===== src/rtl/reset_source_pkg.sv =====
// constants and types shared by the reset source controller
package reset_source_pkg;
  // ----------------------------------------
  // register map
  // ----------------------------------------
  localparam logic [7:0] RESET_SOURCE_FLAGS_ADDR = 8'hef;
  localparam int PIN_BIT = 0;
  localparam int POR_BIT = 1;
  localparam int MCD_BIT = 2;
  localparam int WDT_BIT = 3;
  localparam int SW_BIT = 4;
  localparam int COMP_BIT = 5;
  localparam int FLASH_BIT = 6;
  localparam int CAUSE_WIDTH = 7;
  localparam logic [CAUSE_WIDTH-1:0] CAUSE_AFTER_POR = 7'h02;
  localparam logic [CAUSE_WIDTH-1:0] CAUSE_NONE = 7'h00;
  localparam logic [7:0] READ_UNMAPPED = 8'h00;
  localparam logic [15:0] FLASH_RESERVED_BASE_DEFAULT = 16'hfc00;
  // ----------------------------------------
  // timing
  // ----------------------------------------
  localparam int CLK_PERIOD_NS = 10;
  localparam int RESET_HOLD_NS = 100;
  localparam int RESET_HOLD_CYCLES = (RESET_HOLD_NS + CLK_PERIOD_NS - 1) / CLK_PERIOD_NS;
  localparam int WDT_CLOCK_DIVIDE = 12;
  // ----------------------------------------
  // types
  // ----------------------------------------
  typedef enum logic [1:0] {
    ST_RUN = 2'b00,
    ST_HOLD = 2'b01,
    ST_PIN_WAIT = 2'b11
  } seq_state_type;
  typedef struct packed {
    logic program_write_enable;
    logic xmove_write;
    logic code_read;
    logic fetch;
    logic op_read;
    logic op_write;
    logic op_erase;
    logic security_block;
    logic [15:0] addr;
  } flash_access_type;
  typedef struct packed {
    logic wr;
    logic rd;
    logic [7:0] addr;
    logic [7:0] wdata;
  } sfr_bus_type;
endpackage


===== src/rtl/reset_source_controller.sv =====
// reset source controller: gathers reset requests, holds system reset, records the cause
`timescale 1ns/100ps
module reset_source_controller #(
  parameter logic [15:0] FLASH_RESERVED_BASE = reset_source_pkg::FLASH_RESERVED_BASE_DEFAULT
) (
  input wire logic clk,
  input wire logic rst_n,
  input wire reset_source_pkg::sfr_bus_type sfr,
  output logic [7:0] sfr_rdata,
  input wire reset_source_pkg::flash_access_type flash,
  input wire logic supply_high_threshold,
  input wire logic comparator_out,
  input wire logic supply_low,
  input wire logic mcd_timeout,
  input wire logic rst_pin_n,
  input wire logic watchdog_overflow,
  input wire logic watchdog_disable,
  output logic system_reset,
  output logic watchdog_enable,
  output logic watchdog_tick,
  output logic missing_clock_enable
);
  import reset_source_pkg::*;

  // ----------------------------------------
  // helpers
  // ----------------------------------------
  function automatic logic above_reserved(input logic [15:0] addr);
    above_reserved = (addr >= FLASH_RESERVED_BASE);
  endfunction

  // one cause wins when several arrive together; the pin and supply come first
  function automatic logic [CAUSE_WIDTH-1:0] pick_cause(input logic [CAUSE_WIDTH-1:0] req);
    pick_cause = CAUSE_NONE;
    if (req[PIN_BIT]) begin
      pick_cause[PIN_BIT] = 1'b1;
    end else if (req[POR_BIT]) begin
      pick_cause[POR_BIT] = 1'b1;
    end else if (req[MCD_BIT]) begin
      pick_cause[MCD_BIT] = 1'b1;
    end else if (req[FLASH_BIT]) begin
      pick_cause[FLASH_BIT] = 1'b1;
    end else if (req[WDT_BIT]) begin
      pick_cause[WDT_BIT] = 1'b1;
    end else if (req[COMP_BIT]) begin
      pick_cause[COMP_BIT] = 1'b1;
    end else if (req[SW_BIT]) begin
      pick_cause[SW_BIT] = 1'b1;
    end
  endfunction

  // ----------------------------------------
  // input synchronisers
  // ----------------------------------------
  logic [3:0] sync1_reg;
  logic [3:0] sync2_reg;
  logic comp_sync;
  logic supply_low_sync;
  logic mcd_sync;
  logic pin_n_sync;

  // pin and comparator idle high so a power-on does not look like a request
  always_ff @(posedge clk or negedge rst_n) begin
    if (!rst_n) begin
      sync1_reg <= 4'h9;
      sync2_reg <= 4'h9;
    end else begin
      sync1_reg <= {rst_pin_n, mcd_timeout, supply_low, comparator_out};
      sync2_reg <= sync1_reg;
    end
  end

  assign comp_sync = sync2_reg[0];
  assign supply_low_sync = sync2_reg[1];
  assign mcd_sync = sync2_reg[2];
  assign pin_n_sync = sync2_reg[3];

  // ----------------------------------------
  // register state
  // ----------------------------------------
  seq_state_type state_reg;
  seq_state_type state_next;
  logic [CAUSE_WIDTH-1:0] cause_reg;
  logic [CAUSE_WIDTH-1:0] pending_reg;
  logic [CAUSE_WIDTH-1:0] req_now;
  logic [7:0] hold_count_reg;
  logic comp_en_reg;
  logic mcd_en_reg;
  logic vdd_en_reg;
  logic system_reset_reg;
  logic wdt_en_reg;
  logic wdt_tick_reg;
  logic [3:0] wdt_div_reg;
  logic [7:0] sfr_rdata_reg;
  logic reg_write;
  logic flash_any_op;
  logic flash_err;
  logic enter_reset;

  assign reg_write = sfr.wr && (sfr.addr == RESET_SOURCE_FLAGS_ADDR) && (state_reg == ST_RUN);
  assign flash_any_op = flash.op_read || flash.op_write || flash.op_erase;

  // ----------------------------------------
  // reset requests
  // ----------------------------------------
  always_comb begin
    flash_err = 1'b0;
    if (flash.program_write_enable && flash.xmove_write && above_reserved(flash.addr)) begin
      flash_err = 1'b1;
    end
    if (flash.code_read && above_reserved(flash.addr)) begin
      flash_err = 1'b1;
    end
    if (flash.fetch && above_reserved(flash.addr)) begin
      flash_err = 1'b1;
    end
    if (flash_any_op && flash.security_block) begin
      flash_err = 1'b1;
    end
    if (flash_any_op && !(supply_high_threshold && vdd_en_reg)) begin
      flash_err = 1'b1;
    end
  end

  always_comb begin
    req_now = CAUSE_NONE;
    req_now[PIN_BIT] = !pin_n_sync;
    req_now[POR_BIT] = supply_low_sync && vdd_en_reg;
    req_now[MCD_BIT] = mcd_sync && mcd_en_reg;
    req_now[WDT_BIT] = watchdog_overflow && wdt_en_reg;
    req_now[SW_BIT] = reg_write && sfr.wdata[SW_BIT];
    req_now[COMP_BIT] = comp_en_reg && !comp_sync;
    req_now[FLASH_BIT] = flash_err;
  end

  // a request that arrives while a reset is already under way is dropped on purpose:
  // the reset it asks for is happening anyway
  always_ff @(posedge clk or negedge rst_n) begin
    if (!rst_n) begin
      pending_reg <= CAUSE_NONE;
    end else if (state_reg != ST_RUN || enter_reset) begin
      pending_reg <= CAUSE_NONE;
    end else begin
      pending_reg <= pending_reg | req_now;
    end
  end

  // ----------------------------------------
  // reset sequencer
  // ----------------------------------------
  assign enter_reset = (state_reg == ST_RUN) && (pending_reg != CAUSE_NONE);

  always_comb begin
    state_next = state_reg;
    case (state_reg)
      ST_RUN: begin
        if (enter_reset) begin
          state_next = ST_HOLD;
        end
      end
      ST_HOLD: begin
        if (hold_count_reg == 8'h00) begin
          state_next = pin_n_sync ? ST_RUN : ST_PIN_WAIT;
        end
      end
      ST_PIN_WAIT: begin
        if (pin_n_sync) begin
          state_next = ST_RUN;
        end
      end
      default: begin
        state_next = ST_HOLD;
      end
    endcase
  end

  // power-on starts in the hold state so the whole chip sees one clean reset
  always_ff @(posedge clk or negedge rst_n) begin
    if (!rst_n) begin
      state_reg <= ST_HOLD;
      system_reset_reg <= 1'b1;
    end else begin
      state_reg <= state_next;
      system_reset_reg <= (state_next != ST_RUN);
    end
  end

  always_ff @(posedge clk or negedge rst_n) begin
    if (!rst_n) begin
      hold_count_reg <= 8'(RESET_HOLD_CYCLES - 1);
    end else if (state_reg == ST_RUN) begin
      hold_count_reg <= 8'(RESET_HOLD_CYCLES - 1);
    end else if (state_reg == ST_HOLD && hold_count_reg != 8'h00) begin
      hold_count_reg <= hold_count_reg - 8'h01;
    end
  end

  // the flag names one cause; reads during reset are not possible so recording
  // the pin at entry shows the same value as recording it at exit
  always_ff @(posedge clk or negedge rst_n) begin
    if (!rst_n) begin
      cause_reg <= CAUSE_AFTER_POR;
    end else if (enter_reset) begin
      cause_reg <= pick_cause(pending_reg);
    end
  end

  // ----------------------------------------
  // enables written by software
  // ----------------------------------------
  always_ff @(posedge clk or negedge rst_n) begin
    if (!rst_n) begin
      comp_en_reg <= 1'b0;
      mcd_en_reg <= 1'b0;
      vdd_en_reg <= 1'b1;
    end else if (enter_reset) begin
      comp_en_reg <= 1'b0;
      mcd_en_reg <= 1'b0;
    end else if (reg_write) begin
      comp_en_reg <= sfr.wdata[COMP_BIT];
      mcd_en_reg <= sfr.wdata[MCD_BIT];
      vdd_en_reg <= sfr.wdata[POR_BIT];
    end
  end

  // ----------------------------------------
  // watchdog enable and divided clock
  // ----------------------------------------
  always_ff @(posedge clk or negedge rst_n) begin
    if (!rst_n) begin
      wdt_en_reg <= 1'b1;
    end else if (system_reset_reg) begin
      wdt_en_reg <= 1'b1;
    end else if (watchdog_disable) begin
      wdt_en_reg <= 1'b0;
    end
  end

  always_ff @(posedge clk or negedge rst_n) begin
    if (!rst_n) begin
      wdt_div_reg <= 4'h0;
      wdt_tick_reg <= 1'b0;
    end else if (system_reset_reg) begin
      wdt_div_reg <= 4'h0;
      wdt_tick_reg <= 1'b0;
    end else if (wdt_div_reg == 4'(WDT_CLOCK_DIVIDE - 1)) begin
      wdt_div_reg <= 4'h0;
      wdt_tick_reg <= 1'b1;
    end else begin
      wdt_div_reg <= wdt_div_reg + 4'h1;
      wdt_tick_reg <= 1'b0;
    end
  end

  // ----------------------------------------
  // register read
  // ----------------------------------------
  always_ff @(posedge clk or negedge rst_n) begin
    if (!rst_n) begin
      sfr_rdata_reg <= READ_UNMAPPED;
    end else if (sfr.rd) begin
      if (sfr.addr == RESET_SOURCE_FLAGS_ADDR) begin
        sfr_rdata_reg <= {1'b0, cause_reg};
      end else begin
        sfr_rdata_reg <= READ_UNMAPPED;
      end
    end
  end

  // no output reaches the reset pin: internal causes leave it alone
  assign system_reset = system_reset_reg;
  assign sfr_rdata = sfr_rdata_reg;
  assign watchdog_enable = wdt_en_reg;
  assign watchdog_tick = wdt_tick_reg;
  assign missing_clock_enable = mcd_en_reg;

  // ----------------------------------------
  // assertions
  // ----------------------------------------
  a_comp_reset_entry: assert property (@(posedge clk) disable iff (!rst_n)
    (state_reg == ST_RUN && comp_en_reg && !comp_sync) |-> ##[1:2] system_reset_reg)
    else $error("comparator low did not start a reset");
  a_comp_enable_write: assert property (@(posedge clk) disable iff (!rst_n)
    (reg_write && !enter_reset) |=> (comp_en_reg == $past(sfr.wdata[COMP_BIT])))
    else $error("comparator enable not taken from write");
  a_one_cause_flag: assert property (@(posedge clk) disable iff (!rst_n)
    $onehot(cause_reg))
    else $error("cause flags not one-hot");
  a_wdt_reset: assert property (@(posedge clk) disable iff (!rst_n)
    (state_reg == ST_RUN && !enter_reset && watchdog_overflow && wdt_en_reg)
    |-> ##2 (system_reset_reg && pending_reg == CAUSE_NONE))
    else $error("watchdog overflow did not reset");
  a_flash_write_err: assert property (@(posedge clk) disable iff (!rst_n)
    (state_reg == ST_RUN && !enter_reset && flash.program_write_enable && flash.xmove_write
     && flash.addr >= FLASH_RESERVED_BASE) |=> pending_reg[FLASH_BIT])
    else $error("reserved flash write not latched");
  a_sw_force: assert property (@(posedge clk) disable iff (!rst_n)
    (reg_write && !enter_reset && sfr.wdata[SW_BIT]) |-> ##2 (system_reset_reg && state_reg == ST_HOLD))
    else $error("software force did not reset");
  a_bit7_zero: assert property (@(posedge clk) disable iff (!rst_n)
    $past(sfr.rd) |-> (sfr_rdata_reg[7] == 1'b0))
    else $error("unused bit reads nonzero");
  a_wdt_after_reset: assert property (@(posedge clk) disable iff (!rst_n)
    $fell(system_reset_reg) |-> (wdt_en_reg ##12 (system_reset_reg || (wdt_tick_reg && !$past(wdt_tick_reg)))))
    else $error("watchdog not enabled or divider not twelve");
  a_request_held: assert property (@(posedge clk) disable iff (!rst_n)
    (state_reg == ST_RUN && pending_reg != CAUSE_NONE) |=> (state_reg == ST_HOLD && system_reset_reg))
    else $error("latched request lost");
  a_mcd_disable: assert property (@(posedge clk) disable iff (!rst_n)
    (reg_write && !enter_reset && !sfr.wdata[MCD_BIT]) |=> !missing_clock_enable)
    else $error("missing clock detector not disabled");
  a_pin_wait: assert property (@(posedge clk) disable iff (!rst_n)
    (state_reg == ST_PIN_WAIT && !pin_n_sync) |=> system_reset_reg)
    else $error("reset released while pin low");
endmodule


===== config.mk =====
export PLATFORM = sky130hd
export DESIGN_NAME = reset_source_controller
export DESIGN_NICKNAME = d
export VERILOG_FILES = /design/src/rtl/reset_source_pkg.sv /design/src/rtl/reset_source_controller.sv
export SDC_FILE = /design/constraint.sdc
export NUM_CORES = 1
export LEC_CHECK = 0
export BUFFER_PORTS_ARGS = -buffer_cell sky130_fd_sc_hd__buf_2
export CELL_PAD_IN_SITES_DETAIL_PLACEMENT = 1
export CELL_PAD_IN_SITES_GLOBAL_PLACEMENT = 1
export CORE_MARGIN = 1
export CORE_UTILIZATION = 42
export CTS_CLUSTER_SIZE = 40
export DETAILED_ROUTE_END_ITERATION = 12
export PLACE_DENSITY_LB_ADDON = 0.1
export REMOVE_ABC_BUFFERS = 1
export SKIP_LAST_GASP = 1
export SLEW_MARGIN = 20
export SYNTH_ARGS = -nofsm -noshare
export SYNTH_HDL_FRONTEND = slang
export SYNTH_SLANG_ARGS = --single-unit

===== constraint.sdc =====
create_clock -name clk -period 2.58 [get_ports clk]
set_input_delay 0.129 -clock clk [delete_from_list [all_inputs] [get_ports clk]]
set_output_delay 0.129 -clock clk [all_outputs]
set_load 0.03 [all_outputs]

=== Word level (Yosys, flattened, before mapping) ===
Index checks and enable logic that the tools add are counted.
Widths: inputs -> output; s select.

* Register bits: 50
* Input bits: 51
* Output and inout port bits: 12
* Word-level logic and storage cells: 92

* Add/subtract/negate cells: 2
* Order comparisons: 1
* Equal/unequal tests: 4
* Multiplexer cells: 37
* Bitwise operators: 2
* Reductions and logical operators: 32

{| class="wikitable"
|+ Operators with widths
! kind !! number
|-
| $mux 1 || 21
|-
| $ge 16x16->1 const B || 1
|-
| $logic_and 1x1->1 || 16
|-
| $mux 8 || 2
|-
| $mux 7 || 2
|-
| $mux 4 || 3
|-
| $mux 2 || 5
|-
| $reduce_bool 2->1 || 5
|-
| $eq 8x8->1 const B || 1
|-
| $logic_not 8->1 || 1
|-
| $reduce_bool 8->1 || 1
|-
| $sub 8x1->8 const B || 1
|-
| $or 7x7->7 || 1
|-
| $reduce_bool 7->1 || 1
|-
| $mux 6 || 1
|-
| $pmux 2 s3 || 1
|-
| $mux 5 || 1
|-
| $add 4x1->4 const B || 1
|-
| $eq 4x4->1 const B || 1
|-
| $logic_not 1->1 || 3
|-
| $logic_or 1x1->1 || 3
|-
| $mux 3 || 1
|-
| $eq 2x1->1 const B || 1
|-
| $eq 2x2->1 const B || 1
|-
| other kinds (3) || 3
|}

=== Logic depth before layout (Yosys ltp) ===
* Depth in word-level cells: 9
* Mapped depth: 5
* Mapped depth without buffers: 5

=== Worst setup path after synthesis ===
No wires, ideal clock.

* Path kind: register -> register
* From: register pending_reg[1]
* To: register vdd_en_reg
* Data arrival time: 1393 ps
* Setup slack: 1104 ps
* Cell stages (with the launch flop): 5
* Period minus slack after synthesis: 1476 ps
* Cells stage by stage: dfrtp_1 nor4_2 and2_1 and2_4 mux2_4

* Word-level cells in the longest chain between the ends: 4

{| class="wikitable"
|+ Ends and longest elaborated chain
! item !! RTL line !! text
|-
| from (decl) || reset_source_controller.sv:84 || <nowiki>logic [CAUSE_WIDTH-1:0] pending_reg;</nowiki>
|-
| from (signal assigned) || reset_source_controller.sv:144 || <nowiki>pending_reg <= pending_reg | req_now;</nowiki>
|-
| $reduce_bool 7->1 || reset_source_controller.sv:151 || <nowiki>assign enter_reset = (state_reg == ST_RUN) && (pending_reg != CAUSE_NONE);</nowiki>
|-
| $logic_and 1x1->1 || reset_source_controller.sv:151 ||
|-
| $not 1->1 (no line) || - ||
|-
| $reduce_and 2->1 (no line) || - ||
|-
| to (signal assigned) || reset_source_controller.sv:222 || <nowiki>vdd_en_reg <= sfr.wdata[POR_BIT];</nowiki>
|-
| to (decl) || reset_source_controller.sv:89 || <nowiki>logic vdd_en_reg;</nowiki>
|}

No other way between the ends.
A chain may end at the register's enable or synchronous reset.

=== Final worst setup path ===
* From: register state_reg[1]
* To: register vdd_en_reg

* Word-level cells in the longest chain between the ends: 4

{| class="wikitable"
|+ Ends and longest elaborated chain
! item !! RTL line !! text
|-
| from (decl) || reset_source_controller.sv:81 || <nowiki>seq_state_type state_reg;</nowiki>
|-
| from (signal assigned) || reset_source_controller.sv:183 || <nowiki>state_reg <= state_next;</nowiki>
|-
| $logic_not 2->1 (*) || reset_source_controller.sv:100, reset_source_controller.sv:151 ||
|-
| $logic_and 1x1->1 || reset_source_controller.sv:151 ||
|-
| $not 1->1 (no line) || - ||
|-
| $reduce_and 2->1 (no line) (*) || - ||
|}

Mark *: on every way between the ends. The rest lies on a longest branch, timed or not.

==> impl_metrics.json <==
{
  "hold_violations": 0,
  "drv_cap": 0,
  "finalCriticalPeriod_ps": 1810,
  "yosys.area.top_type_share_pct": 44.8,
  "fin_cells": 312,
  "synth_xor_area_share_pct": 0.825,
  "synthTopCellsByArea": "dfrtp_1, dfstp_2, a22o_1",
  "synthFlopType": "dfrtp_1",
  "antenna_found_initial": 0,
  "p_int_uw": 1340,
  "worstPathRequired_ps": 2820,
  "min-delay-path-class": "primary input to register",
  "critPathKind": "register to register",
  "seq_power_share_pct": 51.6,
  "synth_compound_area_share_pct": 15.1,
  "power_uw": 2060,
  "power.leakage_uw": 0.00122,
  "die_area_um2": 5340,
  "synth_top_family_by_area": "simple AND/OR/NAND/NOR gates",
  "async_reset_ff_share_pct": 100,
  "multiInputGateArea_um2": 820,
  "synth_area_per_cell_um2": 11.4,
  "drcViolationCount": 0,
  "cts_tree": "built",
  "setup_viol": 0,
  "arrival_ps": 2050,
  "placed_cell_area_um2": 2430,
  "postCtsSetupBuffers": 0,
  "ant_nets": 0,
  "firstDrtPassIters": 4,
  "fp.dieH_um": 73.1,
  "yosysUniqueCellTypes": 46,
  "synthMuxAreaShare_pct": 2.24,
  "gp_congestion": 0.817,
  "dr_wl_met2_um": 2310,
  "route.met3.wl_um": 210,
  "r2r_slack_ps": 770,
  "place_inst": 299,
  "setup_tns_ps": 0,
  "via_per_inst": 5.14,
  "cts_hold_buf": 5,
  "yosysWarningCount": 0,
  "met1_length_um": 2190,
  "clk_pin_slew_ps": 90,
  "area_growth_pct": 21.6,
  "skew_ps": 6.01,
  "critPathMaxFanout": 11,
  "antenna_cells": 0,
  "synth_edf_count": 0,
  "dp_hpwl_um": 3550,
  "grt_pass1_wl_um": 7980,
  "fill_cells": 548,
  "track_usage_pct": 19.7,
  "end_kind": "register",
  "cts.root.buffer_cell": "clkbuf_8",
  "grt_pass1_vias": 1647,
  "power_frac_comb_pct": 24.8,
  "cts_made_buffers": 5,
  "synth-seq-cells": 49,
  "core_area_um2": 4790,
  "grt_remaining_overflow": 0,
  "io_buffers": 47,
  "largest_reg_flops": 8,
  "synth_fa_ha_area_share_pct": 1.77,
  "ctsHtreeMaxLevel": 2,
  "period_share_pct": 70.0,
  "synth_top_area_cell": "dfrtp_1",
  "postRouteWirelength_um": 4790,
  "switchingPower_uw": 719,
  "post_drt_wl_per_cell_um": 15.4,
  "max_slew_margin_pct": 48.6,
  "syn_inst": 187,
  "drt_iter0_markers": 63,
  "num_vias": 1603,
  "critPathLaunchType": "register",
  "rsz0062_at_grt": "false",
  "start_util_pct": 44.4,
  "cellPowerDensity_nw_per_um2": 799,
  "ios": 63,
  "seqCellArea_um2": 1240,
  "clock_sinks": 49,
  "postLayoutCellArea_um2": 2580,
  "rows": 25,
  "ys_seq_area_share_pct": 58.4,
  "top_layer": "met4",
  "syn_area_um2": 2120,
  "die_w_um": 73.1,
  "timing.fmax_mhz": 553,
  "synth_simple_gate_area_share_pct": 18.4,
  "clock_latency_ps": 310,
  "status": "finished clean",
  "power_frac_clock_pct": 23.6,
  "slew_viol_final": 0,
  "cts_buffer_depth": 2,
  "ir_worst_vdd_mv": 0.425,
  "post_cts_resized": 0,
  "tightest_slew_ps": 765,
  "grt_max_degree": 27,
  "drive_above_1_share_pct": 32.7,
  "sw_frac_of_total_pct": 34.9,
  "nNetsFinal": 298
}
## cells in the final DEF (no fill, tap or decap), types with 5 or more instances in the layout
cell	synthesis	final
nor2_1	18	18
inv_1	13	13
clkbuf_8	0	6
buf_2	0	47
dfrtp_1	38	38
nor3_1	8	8
o21ai_0	7	7
nand3_1	7	7
a22o_1	12	12
nand2_1	11	11
dlygate4sd3_1	0	5
dfstp_2	11	11
a21oi_1	9	9
## synthesized netlist by cell type (3+ instances only)
cell type,instances
ha_1,3
nand4_1,3
nand2_1,11
dfstp_2,11
nand3_1,7
nor3_1,8
inv_1,13
dfrtp_1,38
o21ai_0,7
a21oi_1,9
nor2_1,18
a22o_1,12
o31ai_1,3
## per-stage QoR
| step | hold slack, ps | utilization [%] | worst slack [ps] |
|---|---|---|---|
| global route | 60.1 | 53.9 | 704 |
| finish | 60.6 | 53.9 | 773 |
| CTS | 57.0 | 53.9 | 768 |
| detailed placement | 163 | 50.9 | 776 |
| global placement | 142 | 50.9 | 823 |
| floorplan | -167 | - | 983 |
## power by group through the flow
stage / Clock, µW / Sequential [µW] / Combinational, µW
final: 486 / 1060 / 512
after global routing: 520 / 1090 / 583
after CTS: 496 / 1060 / 518
after detailed placement: 0 / 1080 / 509
after global placement: 0 / 1060 / 477
after floorplan: 0 / 1040 / 361
## path summary, 6_finish.rpt
check / start / to / depth (start not counted)
worst min register to register: sync1_reg[2] / sync2_reg[2] / 0
min in group asynchronous: rst_n / sfr_rdata[3] / 2
worst min-delay path: sfr[5] / comp_en_reg / 2
worst max-delay path: state_reg[1] / vdd_en_reg / 4
max in group asynchronous: rst_n / sync2_reg[0] / 3
worst max register to register: state_reg[1] / vdd_en_reg / 4
## area by class of cell
| cell class | count | share of cell area [%] |
|---|---|---|
| sequential | 49 | 48.0 |
| tap | 67 | 3.25 |
| multi-input combinational | 122 | 31.7 |
| clock buffer | 6 | 3.20 |
| clock inverter | 2 | 0.533 |
| timing repair buffer | 53 | 11.3 |
| inverter | 13 | 1.89 |
## worst max-delay path, cell delays in order, from the launching register on
cell and delay, ps:
dfrtp_1 540, or2_4 350, nor4_4 320, and2_4 230, mux2_4 300
## cell families after synthesis
logic type               after synthesis
flip-flops                            49
other                                  1
buffers and inverters                 16
adder cells (fa/ha/maj)                3
multiplexers                           4
XOR/XNOR                               2
AND/OR/NAND/NOR                       68
AO/OA/AOI/OAI                         44
## metal layers
layer | vias up | track usage [%]
met3 | 9 | 4.70
li1 | 776 | -
met1 | 776 | 25.9
met5 | - | 0
met4 | 0 | 6.10
met2 | 42 | 32.1
(Power assumes the default switching activity.)
